<file path="src/cpg_pkg.sv">
// Constants and carriers for generic channel program op execution
package cpg_pkg;
  // ==========================================
  // Opcodes
  // ==========================================
  localparam logic [3:0] GENERIC_GROUP = 4'h0;
  localparam logic [7:0] NO_OPERATION_OP = 8'h00;
  localparam logic [7:0] WAIT_OP = 8'h01;
  localparam logic [7:0] NEXT_BLOCK_OP = 8'h02;
  localparam logic [7:0] SYNC_SEARCH_OP = 8'h03;
  localparam logic [7:0] BLOCK_CHECK_OP = 8'h04;
  localparam logic [7:0] DECREMENT_OP = 8'h05;
  localparam logic [7:0] SUBROUTINE_RETURN_OP = 8'h06;
  localparam logic [7:0] SHIFT_RIGHT_OP = 8'h07;
  localparam logic [7:0] HOST_INTERRUPT_OP = 8'h08;
  localparam logic [7:0] SOFT_INITIALIZE_OP = 8'h09;
  // ==========================================
  // Line table offsets within a channel half
  // ==========================================
  localparam logic [4:0] LT_CRC_LO = 5'h04;
  localparam logic [4:0] LT_CRC_HI = 5'h05;
  localparam logic [4:0] LT_STAT1 = 5'h10;
  localparam logic [4:0] LT_STAT2 = 5'h11;
  localparam logic [4:0] LT_RET_HI = 5'h12;
  localparam logic [4:0] LT_RET_LO = 5'h13;
  localparam logic [4:0] LT_CTX_PCH = 5'h14;
  localparam logic [4:0] LT_CTX_PCL = 5'h15;
  localparam logic [4:0] LT_CTX_R = 5'h16;
  localparam logic [4:0] LT_CTX_IND = 5'h17;
  localparam logic [15:0] CRC_POLY = 16'hA001;
  // Interrupt flag is the leftmost control bit
  localparam int CCB_IRQ_BIT = 7;
  localparam logic [11:0] CALL_LEN = 12'h002;
  // ==========================================
  // Register map
  // ==========================================
  localparam logic [11:0] REG_IRQ_STAT = 12'h000;
  localparam logic [11:0] REG_IRQ_MASK = 12'h004;
  localparam logic [11:0] REG_INT_LEVEL = 12'h008;
  localparam logic [11:0] REG_STATE = 12'h00C;
  localparam logic [11:0] REG_CCB_BASE = 12'h100;
  localparam logic [11:0] REG_LT_BASE = 12'h400;
  localparam logic [31:0] IRQ_MASK_RST = 32'h0;
  localparam logic [31:0] INT_LEVEL_RST = 32'h0;
  // ==========================================
  // Types
  // ==========================================
  typedef enum logic [2:0] {
    K_GENERIC, K_RESUME, K_CALL, K_BRANCH, K_JUMP, K_LT_READ
  } cpg_kind_e;
  typedef enum logic {S_IDLE, S_EXEC} cpg_state_e;
  typedef struct packed {
    logic valid;
    cpg_kind_e kind;
    logic [7:0] opcode;
    logic [3:0] chan;
    logic [11:0] pc;
    logic [7:0] r;
    logic [3:0] ind;
    logic [12:0] disp;
    logic [5:0] lt_byte;
  } cpg_req_s;
  typedef struct packed {
    logic done;
    logic free;
    logic bad;
    logic [11:0] pc;
    logic [7:0] r;
    logic [3:0] ind;
  } cpg_res_s;
endpackage : cpg_pkg

</file>
<file path="src/cpg_generic_ops.sv">
// Generic opcode execution unit of the channel program engine
//
// Implementation choices: the address map and the Avalon-MM slave port.
`timescale 1ns/1ns
`default_nettype none
module cpg_generic_ops #(
  parameter int NCH = 4,
  parameter int CCB_PER_CH = 2
) (
  input wire logic clk,
  input wire logic rst_b,
  input wire logic [11:0] avs_address,
  input wire logic avs_read,
  input wire logic avs_write,
  input wire logic [31:0] avs_writedata,
  output logic [31:0] avs_readdata,
  output logic avs_waitrequest,
  output logic irq,
  input wire cpg_pkg::cpg_req_s req,
  output logic req_ready,
  output cpg_pkg::cpg_res_s res,
  input wire logic [NCH-1:0] line_req,
  input wire logic [NCH-1:0] sync_det,
  output logic [NCH-1:0] chan_req,
  output logic [NCH-1:0] hunt_start,
  output logic soft_init
);
  import cpg_pkg::*;

  localparam int CH_W = $clog2(NCH);
  localparam int LT_W = CH_W + 5;
  localparam int LT_N = NCH * 32;
  localparam int NCCB = NCH * CCB_PER_CH;
  localparam int CI_W = $clog2(NCCB);
  localparam int CB_W = (CCB_PER_CH > 1) ? $clog2(CCB_PER_CH) : 1;

  // ==========================================
  // Parameter check
  // ==========================================
  generate
    if (NCH < 2 || NCH > 16 || (1 << CH_W) != NCH || CCB_PER_CH < 1 || NCCB > 192) begin : g_bad
      $error("cpg_generic_ops: unsupported channel or block count");
    end
  endgenerate

  // ==========================================
  // State
  // ==========================================
  logic [7:0] lt_ff [LT_N];
  logic [7:0] ccb_ctl_ff [NCCB];
  logic [15:0] ccb_stat_ff [NCCB];
  logic [NCCB-1:0] ccb_done_ff;
  logic [CB_W-1:0] ccb_ptr_ff [NCH];
  cpg_state_e state_ff;
  cpg_req_s req_ff;
  cpg_res_s res_ff;
  logic ready_ff;
  logic [NCH:0] irq_stat_ff;
  logic [NCH:0] irq_mask_ff;
  logic [2*NCH-1:0] int_lvl_ff;
  logic [NCH-1:0] hunt_ff;
  logic [NCH-1:0] hunt_start_ff;
  logic [NCH-1:0] chan_req_ff;
  logic soft_init_ff;
  logic irq_ff;
  logic waitreq_ff;
  logic [31:0] rdata_ff;

  // ==========================================
  // Helpers
  // ==========================================
  function automatic logic [LT_W-1:0] lti(input logic [3:0] c, input logic [4:0] o);
    lti = {c[CH_W-1:0], o};
  endfunction : lti

  // Residue update, one data bit at a time, low bit first
  function automatic logic [15:0] crc_byte(input logic [15:0] c, input logic [7:0] d);
    logic [15:0] x;
    x = c;
    for (int b = 0; b < 8; b++) begin
      x = (x[0] ^ d[b]) ? ((x >> 1) ^ CRC_POLY) : (x >> 1);
    end
    crc_byte = x;
  endfunction : crc_byte

  logic exec;
  logic gen_op;
  logic [CH_W-1:0] ch;
  logic is_tx;
  logic [CI_W-1:0] cur_idx;
  logic lvl_ok;
  logic [15:0] crc_nxt;
  logic [11:0] ret_pc;
  logic [11:0] call_ret;
  logic [LT_W-1:0] rd_idx;

  assign exec = (state_ff == S_EXEC);
  // Generic group lives in the zero upper nibble
  assign gen_op = exec && req_ff.kind == K_GENERIC && req_ff.opcode[7:4] == GENERIC_GROUP;
  assign ch = req_ff.chan[CH_W-1:0];
  // Odd channels face the transmit half of a line
  assign is_tx = ch[0];
  assign cur_idx = CI_W'(int'(ch) * CCB_PER_CH + int'(ccb_ptr_ff[ch]));
  assign lvl_ok = int_lvl_ff[2*ch +: 2] != 2'h0;
  assign crc_nxt = crc_byte({lt_ff[lti(req_ff.chan, LT_CRC_HI)], lt_ff[lti(req_ff.chan, LT_CRC_LO)]}, req_ff.r);
  assign ret_pc = {lt_ff[lti(req_ff.chan, LT_RET_HI)][3:0], lt_ff[lti(req_ff.chan, LT_RET_LO)]};
  assign call_ret = req_ff.pc + CALL_LEN;
  // Whole 64-byte line table of the channel's line
  assign rd_idx = LT_W'(int'(ch >> 1) * 64 + int'(req_ff.lt_byte));

  function automatic logic op_hit(input logic [7:0] o);
    op_hit = gen_op && req_ff.opcode == o;
  endfunction : op_hit

  // ==========================================
  // Bus decode
  // ==========================================
  logic bus_req;
  logic bus_wr;
  logic [11:0] lt_off;
  logic [11:0] cb_off;
  logic lt_hit;
  logic cb_hit;
  logic [LT_W-1:0] bus_lti;
  logic [CI_W-1:0] bus_cbi;

  // Only the first cycle of a held request counts
  assign bus_req = (avs_read || avs_write) && waitreq_ff;
  assign bus_wr = avs_write && !waitreq_ff; // Write lands one edge after the answer, on the edge where waitrequest is seen low
  assign lt_off = avs_address - REG_LT_BASE;
  assign cb_off = avs_address - REG_CCB_BASE;
  assign lt_hit = avs_address >= REG_LT_BASE && int'(lt_off[11:2]) < LT_N;
  assign cb_hit = avs_address >= REG_CCB_BASE && avs_address < REG_LT_BASE && int'(cb_off[11:2]) < NCCB;
  assign bus_lti = lt_off[LT_W+1:2];
  assign bus_cbi = cb_off[CI_W+1:2];

  // ==========================================
  // Sequencer and results
  // ==========================================
  // Each request takes one execute cycle; done and free pulse once
  always_ff @(posedge clk or negedge rst_b) begin
    if (!rst_b) begin
      state_ff <= S_IDLE;
      req_ff <= '0;
      res_ff <= '0;
      ready_ff <= 1'b1;
    end else begin
      res_ff.done <= 1'b0;
      res_ff.free <= 1'b0;
      case (state_ff)
        S_IDLE: begin
          if (req.valid) begin
            req_ff <= req;
            state_ff <= S_EXEC;
            ready_ff <= 1'b0;
          end
        end
        S_EXEC: begin
          state_ff <= S_IDLE;
          ready_ff <= 1'b1;
          res_ff.done <= 1'b1;
          res_ff.bad <= 1'b0;
          res_ff.pc <= req_ff.pc + 12'h001;
          res_ff.r <= req_ff.r;
          res_ff.ind <= req_ff.ind;
          case (req_ff.kind)
            K_GENERIC: begin
              if (!gen_op) begin
                res_ff.bad <= 1'b1;
              end else begin
                case (req_ff.opcode)
                  WAIT_OP: res_ff.free <= 1'b1;
                  DECREMENT_OP: res_ff.r <= req_ff.r - 8'h01;
                  SHIFT_RIGHT_OP: res_ff.r <= {1'b0, req_ff.r[7:1]};
                  SUBROUTINE_RETURN_OP: res_ff.pc <= ret_pc;
                  NO_OPERATION_OP, NEXT_BLOCK_OP, SYNC_SEARCH_OP, BLOCK_CHECK_OP,
                  HOST_INTERRUPT_OP, SOFT_INITIALIZE_OP: res_ff.bad <= 1'b0;
                  default: res_ff.bad <= 1'b1;
                endcase
              end
            end
            K_RESUME: begin
              // Context comes back from the channel's table half
              res_ff.pc <= {lt_ff[lti(req_ff.chan, LT_CTX_PCH)][3:0], lt_ff[lti(req_ff.chan, LT_CTX_PCL)]};
              res_ff.r <= lt_ff[lti(req_ff.chan, LT_CTX_R)];
              res_ff.ind <= lt_ff[lti(req_ff.chan, LT_CTX_IND)][3:0];
            end
            // Eight-bit signed field bounds the short reach
            K_CALL, K_BRANCH: res_ff.pc <= req_ff.pc + {{4{req_ff.disp[7]}}, req_ff.disp[7:0]};
            // Thirteen-bit reach wraps modulo the 12-bit space
            K_JUMP: res_ff.pc <= req_ff.pc + req_ff.disp[11:0];
            K_LT_READ: res_ff.r <= lt_ff[rd_idx];
            default: res_ff.bad <= 1'b1;
          endcase
        end
        default: state_ff <= S_IDLE;
      endcase
    end
  end

  // ==========================================
  // Line table
  // ==========================================
  // Engine writes follow bus writes so the engine wins a clash
  always_ff @(posedge clk or negedge rst_b) begin
    if (!rst_b) begin
      for (int i = 0; i < LT_N; i++) begin
        lt_ff[i] <= 8'h00;
      end
    end else begin
      if (bus_wr && lt_hit) begin
        lt_ff[bus_lti] <= avs_writedata[7:0];
      end
      if (op_hit(WAIT_OP)) begin
        lt_ff[lti(req_ff.chan, LT_CTX_PCH)] <= {4'h0, req_ff.pc[11:8]};
        lt_ff[lti(req_ff.chan, LT_CTX_PCL)] <= req_ff.pc[7:0];
        lt_ff[lti(req_ff.chan, LT_CTX_R)] <= req_ff.r;
        lt_ff[lti(req_ff.chan, LT_CTX_IND)] <= {4'h0, req_ff.ind};
      end
      if (op_hit(BLOCK_CHECK_OP)) begin
        lt_ff[lti(req_ff.chan, LT_CRC_LO)] <= crc_nxt[7:0];
        lt_ff[lti(req_ff.chan, LT_CRC_HI)] <= crc_nxt[15:8];
      end
      if (exec && req_ff.kind == K_CALL) begin
        lt_ff[lti(req_ff.chan, LT_RET_HI)] <= {4'h0, call_ret[11:8]};
        lt_ff[lti(req_ff.chan, LT_RET_LO)] <= call_ret[7:0];
      end
    end
  end

  // ==========================================
  // Control blocks
  // ==========================================
  always_ff @(posedge clk or negedge rst_b) begin
    if (!rst_b) begin
      for (int i = 0; i < NCCB; i++) begin
        ccb_ctl_ff[i] <= 8'h00;
        ccb_stat_ff[i] <= 16'h0000;
      end
      for (int i = 0; i < NCH; i++) begin
        ccb_ptr_ff[i] <= '0;
      end
      ccb_done_ff <= '0;
    end else begin
      // Host rearms a block by writing its control byte
      if (bus_wr && cb_hit) begin
        ccb_ctl_ff[bus_cbi] <= avs_writedata[7:0];
        ccb_done_ff[bus_cbi] <= 1'b0;
      end
      if (op_hit(NEXT_BLOCK_OP)) begin
        ccb_stat_ff[cur_idx] <= {lt_ff[lti(req_ff.chan, LT_STAT1)], lt_ff[lti(req_ff.chan, LT_STAT2)]};
        ccb_done_ff[cur_idx] <= 1'b1;
        ccb_ctl_ff[cur_idx] <= 8'h00;
        // List is circular per channel
        ccb_ptr_ff[ch] <= (int'(ccb_ptr_ff[ch]) == CCB_PER_CH - 1) ? '0 : ccb_ptr_ff[ch] + 1'b1;
      end
    end
  end

  // ==========================================
  // Host interrupts
  // ==========================================
  logic [NCH:0] irq_evt;
  logic [NCH:0] irq_clr;

  // Top bit flags a soft initialize
  always_comb begin
    irq_evt = '0;
    irq_evt[ch] = lvl_ok && (op_hit(HOST_INTERRUPT_OP)
      || (op_hit(NEXT_BLOCK_OP) && ccb_ctl_ff[cur_idx][CCB_IRQ_BIT]));
    irq_evt[NCH] = op_hit(SOFT_INITIALIZE_OP);
  end
  assign irq_clr = (bus_wr && avs_address == REG_IRQ_STAT) ? avs_writedata[NCH:0] : '0;

  // Set beats clear so a same-cycle event is kept
  always_ff @(posedge clk or negedge rst_b) begin
    if (!rst_b) begin
      irq_stat_ff <= '0;
      irq_mask_ff <= IRQ_MASK_RST[NCH:0];
      int_lvl_ff <= INT_LEVEL_RST[2*NCH-1:0];
      irq_ff <= 1'b0;
    end else begin
      irq_stat_ff <= (irq_stat_ff & ~irq_clr) | irq_evt;
      if (bus_wr && avs_address == REG_IRQ_MASK) begin
        irq_mask_ff <= avs_writedata[NCH:0];
      end
      if (bus_wr && avs_address == REG_INT_LEVEL) begin
        int_lvl_ff <= avs_writedata[2*NCH-1:0];
      end
      irq_ff <= |(irq_stat_ff & irq_mask_ff);
    end
  end

  // ==========================================
  // Bus answer
  // ==========================================
  // Fixed one-cycle answer keeps the slave simple
  always_ff @(posedge clk or negedge rst_b) begin
    if (!rst_b) begin
      waitreq_ff <= 1'b1;
      rdata_ff <= 32'h0;
    end else begin
      waitreq_ff <= !bus_req;
      if (bus_req && avs_read) begin
        rdata_ff <= 32'h0;
        if (avs_address == REG_IRQ_STAT) rdata_ff <= 32'(irq_stat_ff);
        if (avs_address == REG_IRQ_MASK) rdata_ff <= 32'(irq_mask_ff);
        if (avs_address == REG_INT_LEVEL) rdata_ff <= 32'(int_lvl_ff);
        if (avs_address == REG_STATE) rdata_ff <= {15'h0, ready_ff, 16'(hunt_ff)};
        if (cb_hit) rdata_ff <= {7'h0, ccb_done_ff[bus_cbi], ccb_stat_ff[bus_cbi], ccb_ctl_ff[bus_cbi]};
        if (lt_hit) rdata_ff <= {24'h0, lt_ff[bus_lti]};
      end
    end
  end

  // ==========================================
  // Sync hunt and channel requests
  // ==========================================
  logic sinit_now;
  assign sinit_now = op_hit(SOFT_INITIALIZE_OP);

  always_ff @(posedge clk or negedge rst_b) begin
    if (!rst_b) begin
      soft_init_ff <= 1'b0;
    end else begin
      soft_init_ff <= sinit_now;
    end
  end

  genvar gi;
  generate
    for (gi = 0; gi < NCH; gi++) begin : g_ch
      logic hunt_set;
      // Transmit channels ignore the search
      assign hunt_set = op_hit(SYNC_SEARCH_OP) && !is_tx && int'(ch) == gi;
      always_ff @(posedge clk or negedge rst_b) begin
        if (!rst_b) begin
          hunt_ff[gi] <= 1'b0;
          hunt_start_ff[gi] <= 1'b0;
          chan_req_ff[gi] <= 1'b0;
        end else begin
          hunt_start_ff[gi] <= hunt_set;
          // Soft initialize drops every hunt
          hunt_ff[gi] <= !sinit_now && (hunt_set || (hunt_ff[gi] && !sync_det[gi]));
          // Requests stay masked while hunting
          chan_req_ff[gi] <= line_req[gi] && !sinit_now && !hunt_set && !(hunt_ff[gi] && !sync_det[gi]);
        end
      end
    end
  endgenerate

  assign avs_readdata = rdata_ff;
  assign avs_waitrequest = waitreq_ff;
  assign irq = irq_ff;
  assign req_ready = ready_ff;
  assign res = res_ff;
  assign chan_req = chan_req_ff;
  assign hunt_start = hunt_start_ff;
  assign soft_init = soft_init_ff;
endmodule : cpg_generic_ops
`default_nettype wire

</file>
<file path="config.mk">
export PLATFORM = sky130hd
export DESIGN_NAME = cpg_generic_ops
export DESIGN_NICKNAME = d
export VERILOG_FILES = /design/src/cpg_pkg.sv /design/src/cpg_generic_ops.sv
export SDC_FILE = /design/constraint.sdc
export NUM_CORES = 2
export LEC_CHECK = 0
export ABC_AREA = 1
export BUFFER_PORTS_ARGS = -buffer_cell sky130_fd_sc_hd__buf_2
export CAP_MARGIN = 20
export CELL_PAD_IN_SITES_DETAIL_PLACEMENT = 0
export CELL_PAD_IN_SITES_GLOBAL_PLACEMENT = 1
export CORE_MARGIN = 2
export CORE_UTILIZATION = 45
export DETAILED_ROUTE_END_ITERATION = 8
export PLACE_DENSITY_LB_ADDON = 0.3
export SYNTH_ARGS = -nofsm -noshare
export SYNTH_HDL_FRONTEND = slang
export SYNTH_SLANG_ARGS = --single-unit
export TNS_END_PERCENT = 10
</file>
<file path="constraint.sdc">
create_clock -name clk -period 2.8 [get_ports clk]
set_input_delay 0 -clock clk [delete_from_list [all_inputs] [get_ports clk]]
set_output_delay 0 -clock clk [all_outputs]
set_load 0.02 [all_outputs]
</file>
==> reports/qor.csv <==
stage,metric,value,unit
outcome,status,"finished, violations left",
outcome,failing checks,negative setup slack,
die,Die ar.,168300,um^2
setup_path,"delay-heaviest family, CP",simple AND/OR/NAND/NOR gates,
route,routed vias/inst,6.335,
timing,Slew headroom,0.2337,
setup_path,endpoint class of the critical path,flop,
timing,"Slew Viols, Final",0,
placement,I/O Buffers,151,
placement,DP Wirelength,263000,um
setup_path,worst r2r src,req_ff[0],
grt,largest net degree at the start of global routing,103,
timing,period utilization,1.043,
timing,Final Hold Fails,0,
min_path,hold_sp,avs_address[0],
setup_path,Critical Setup Path Class,reg -> reg,
route,DRC,0,
layout,multi-input combinational cell area,35490,um^2
die,chip width,410.3,um
placement,pre-CTS setup slack,-0.4082,ns
die,# IOs,186,
grt,vias in the first global route,74380,
setup_path,Critical Path RT,3.56,ns
route,Pre-antenna DRT Iters,9,
setup_path,WP data arrival,3.69,ns
synthesis,share of the synthesized area in the top cell type,0.4609,
die,initial core utilization,0.4517,
cts,H-tree depth,4,
grt,Total GRT Usage,0.4400,
placement,Final GP Congestion,1.075,
timing,RSZ-0062 raised after global routing,true,
layout,Final #Nets,10580,
min_path,Worst Hold Class,in -> reg,
synthesis,synthesis warning total,0,
layout,layout cells sized above 1,0.1225,
setup_path,"slowest stage cell, crit path",dfrtp_4,
power,Max IR drop VDD,0.0006876,V
grt,initial antenna violation count,23,
timing,final worst setup slack,-0.1218,ns
route,final antenna-violating net count,0,
cts,clock root buffer,clkbuf_16,
synthesis,post-synth cell types,56,
placement,area post-placement,82200,um^2
cts,# clock sinks,1370,
die,core area,164400,um^2
grt,first-pass GRT wire length,541800,um
timing,Final setup viols,10,
setup_path,delay of the slowest cell on the worst path,0.60,ns
synthesis,Syn Inst Count,9989,
setup_path,Most common cell on crit path,nand2_1,
cts,"Clk pin slew, worst setup/hold paths",0.06,ns
setup_path,critical path peak fanout,18,
synthesis,Most used DFF post-synth,dfrtp_1,
layout,Non-Filler Instances,12770,
layout,# fillers,15430,
synthesis,cell area after synthesis,74270,um^2
setup_path,crit path launch,req_ff[0],
route,wire length per cell,29.69,um
route,final WL,379100,um
synthesis,post-synth top area cell,dfrtp_1,
synthesis,Area contributors post-synth,"dfrtp_1 46%, nand2_1 15%, o21ai_0 13%, nand3_1 3.7%, clkbuf_1 3.0%",
power,Pwr Total,0.05706,W
synthesis,Post-synth ARST share,1.000,
timing,max frequency,0.3423,GHz
synthesis,Mean Syn Cell Area,7.435,um^2
layout,Finished Cell Area,90340,um^2
cts,clk buf depth,3,
cts,clk_lat worst skew,0.85,ns
cts,total CTS buffers,161,
timing,minimum clock period,2.922,ns
synthesis,Post-synth EDFFs,0,
die,Cell Rows,149,
cts,CTS tree,done,
power,Pwr Density,631.6,nW/um^2
synthesis,sequential area share after synthesis,0.4616,
route,routed vias,80900,
setup_path,Crit path buffers/inverters,3,
job,max_cap viols,0,
die,DIE HEIGHT,410.3,um
setup_path,CP Cell Sequence,"inv_12, buf_12, buf_4, nor2_1, o22ai_2, nand2_1, nand3_1, nand2_1, nand2_1, nand3_1, nand3_1, nand3_4, nand2_1, nand2_1, nand2_1",
power,Leak,40.73,nW
placement,dpl cells,12260,
timing,Final Skew,0.02816,ns
synthesis,synthesis-stage register bit count,1370,
layout,FF/Latch Area,34300,um^2
route,drt initial violations,12700,
timing,Least-Margin Pin Slew,1.144,ns
layout,"Area growth, synth to finish",21.64,%
grt,grt total ovfl,0,
setup_path,Startpoint Class,flop,
-- metrics by stage --
| stage | hold WS (ns) | utilization | TNS [ns] |
|---|---|---|---|
| final | 0.08673 | 0.5494 | -0.4789 |
| after global routing | 0.1206 | 0.5494 | -0.6159 |
| after CTS | 0.04593 | 0.5460 | -0.1586 |
| after detailed placement | -0.004035 | 0.4999 | -3.034 |
| after global placement | 0.002666 | 0.4999 | -3.468 |
| after floorplan | -0.2956 | - | 0 |
-- layer usage --
metal / part of all wire / vias up / global-route usage
li1: - / 35050 / -
met1: 0.39 / 39190 / 0.5891
met2: 0.42 / 5483 / 0.6263
met3: 0.13 / 1157 / 0.1303
met4: 0.071 / 24 / 0.2646
met5: 0.00042 / - / 0
-- path summary, 6_finish.rpt --
kind	end	slack, ns	cells past startpoint
max in group asynchronous	lt_ff[404]	1.49	5
min in group asynchronous	lt_ff[703]	0.56	4
setup reg to reg	res[4]	-0.12	15
hold / removal	avs_readdata[2]	0.09	8
setup / recovery	res[4]	-0.12	15
hold reg to reg	avs_waitrequest	0.48	1
-- placed cells by master (no fill, tap or decap), types with 80 or more instances in the layout --
| cell type | synthesis | routed |
|---|---|---|
| buf_12 | 0 | 151 |
| clkbuf_16 | 0 | 171 |
| nor2_1 | 549 | 534 |
| o21ai_0 | 1857 | 1848 |
| nand4_1 | 193 | 193 |
| buf_2 | 106 | 149 |
| dlygate4sd3_1 | 0 | 196 |
| inv_1 | 435 | 420 |
| nand3_1 | 545 | 513 |
| o211ai_1 | 80 | 80 |
| o22ai_1 | 320 | 318 |
| dfrtp_1 | 1368 | 1362 |
| nand2_1 | 2884 | 2877 |
| a21oi_1 | 368 | 367 |
| buf_4 | 11 | 568 |
| a22oi_1 | 163 | 163 |
-- report_power, final --
group	total [W]	switching [W]	internal (W)
logic	0.0134	0.00914	0.00430
clock network	0.0219	0.00910	0.0128
registers	0.0218	0.00117	0.0206
total	0.0571	0.0194	0.0377
-- cells by family (layout without fill, tap and decap cells) --
| family | count (synthesis) | after routing | share of synthesized area |
|---|---|---|---|
| AO/OA/AOI/OAI | 3063 | 3063 | 0.2311 |
| XOR/XNOR | 22 | 22 | 0.002594 |
| adder cells (fa/ha/maj) | 15 | 15 | 0.002628 |
| buffers and inverters | 1267 | 1844 | 0.06674 |
| flip-flops | 1370 | 1370 | 0.4616 |
| multiplexers | 19 | 19 | 0.002577 |
| other | 1 | 16 | 0.00005049 |
| AND/OR/NAND/NOR | 4232 | 4232 | 0.2327 |
-- timing repair --
| action | 4_1_cts | 5_1_grt |
|---|---|---|
| hold buffers | 197 | 0 |
| cloned | 2 | 8 |
| gates resized for setup | 27 | 67 |
| hold endpoints to repair | 1952 | 0 |
| pin swaps | 0 | 8 |
| buffers inserted | 0 | 8 |
| endpoints found under the setup margin | 24 | 39 |
-- worst min-delay path: cells and delay by family --
family	cells	cell delay (ns)
compound gates	3	0.45
buf+inv	1	0.07
simple gates	4	0.35
-- state kept, by name, summed over array words and instances, names as in the netlist, 4 cells and up --
register and cells:
int_lvl_ff 8, req_ff 53, irq_stat_ff 5, ccb_ctl_ff 64, hunt_ff 4, ccb_stat_ff 128, chan_req 4, ccb_done_ff 8
hunt_start 4, lt_ff 1024, avs_readdata 25, res 27, ccb_ptr_ff 4, irq_mask_ff 5
-- cell usage after synthesis (all sizes together), types with 3 or more instances --
cell and n:
nand2 2886, o21ai 1880, dfrtp 1368, clkbuf 595, nor2 565, nand3 547
inv 449, a21oi 368, o22ai 320, buf 210, nand4 193, a22oi 163
o211ai 80, a211oi 59, o2111ai 54, a221oi 30, o221ai 29, nor3 26
a31oi 23, xor2 19, mux2i 18, a32o 16, ha 14, clkinv 13
o2bb2ai 13, a22o 10, or2 9, o31ai 5, o21a 3, o311ai 3
xnor2 3
-- area by class of cell --
type | count | area share
diodes | 7 | 0.0001939
flip-flops and latches | 1370 | 0.3797
well taps | 2189 | 0.03032
clock buffers | 244 | 0.05318
repair inverters | 1 | 0.00009694
inverters | 462 | 0.01989
multi-input cells | 7360 | 0.3928
repair buffers | 1092 | 0.1175
clock inverters | 45 | 0.006412
Note: power is estimated with default switching activity, not from simulation.
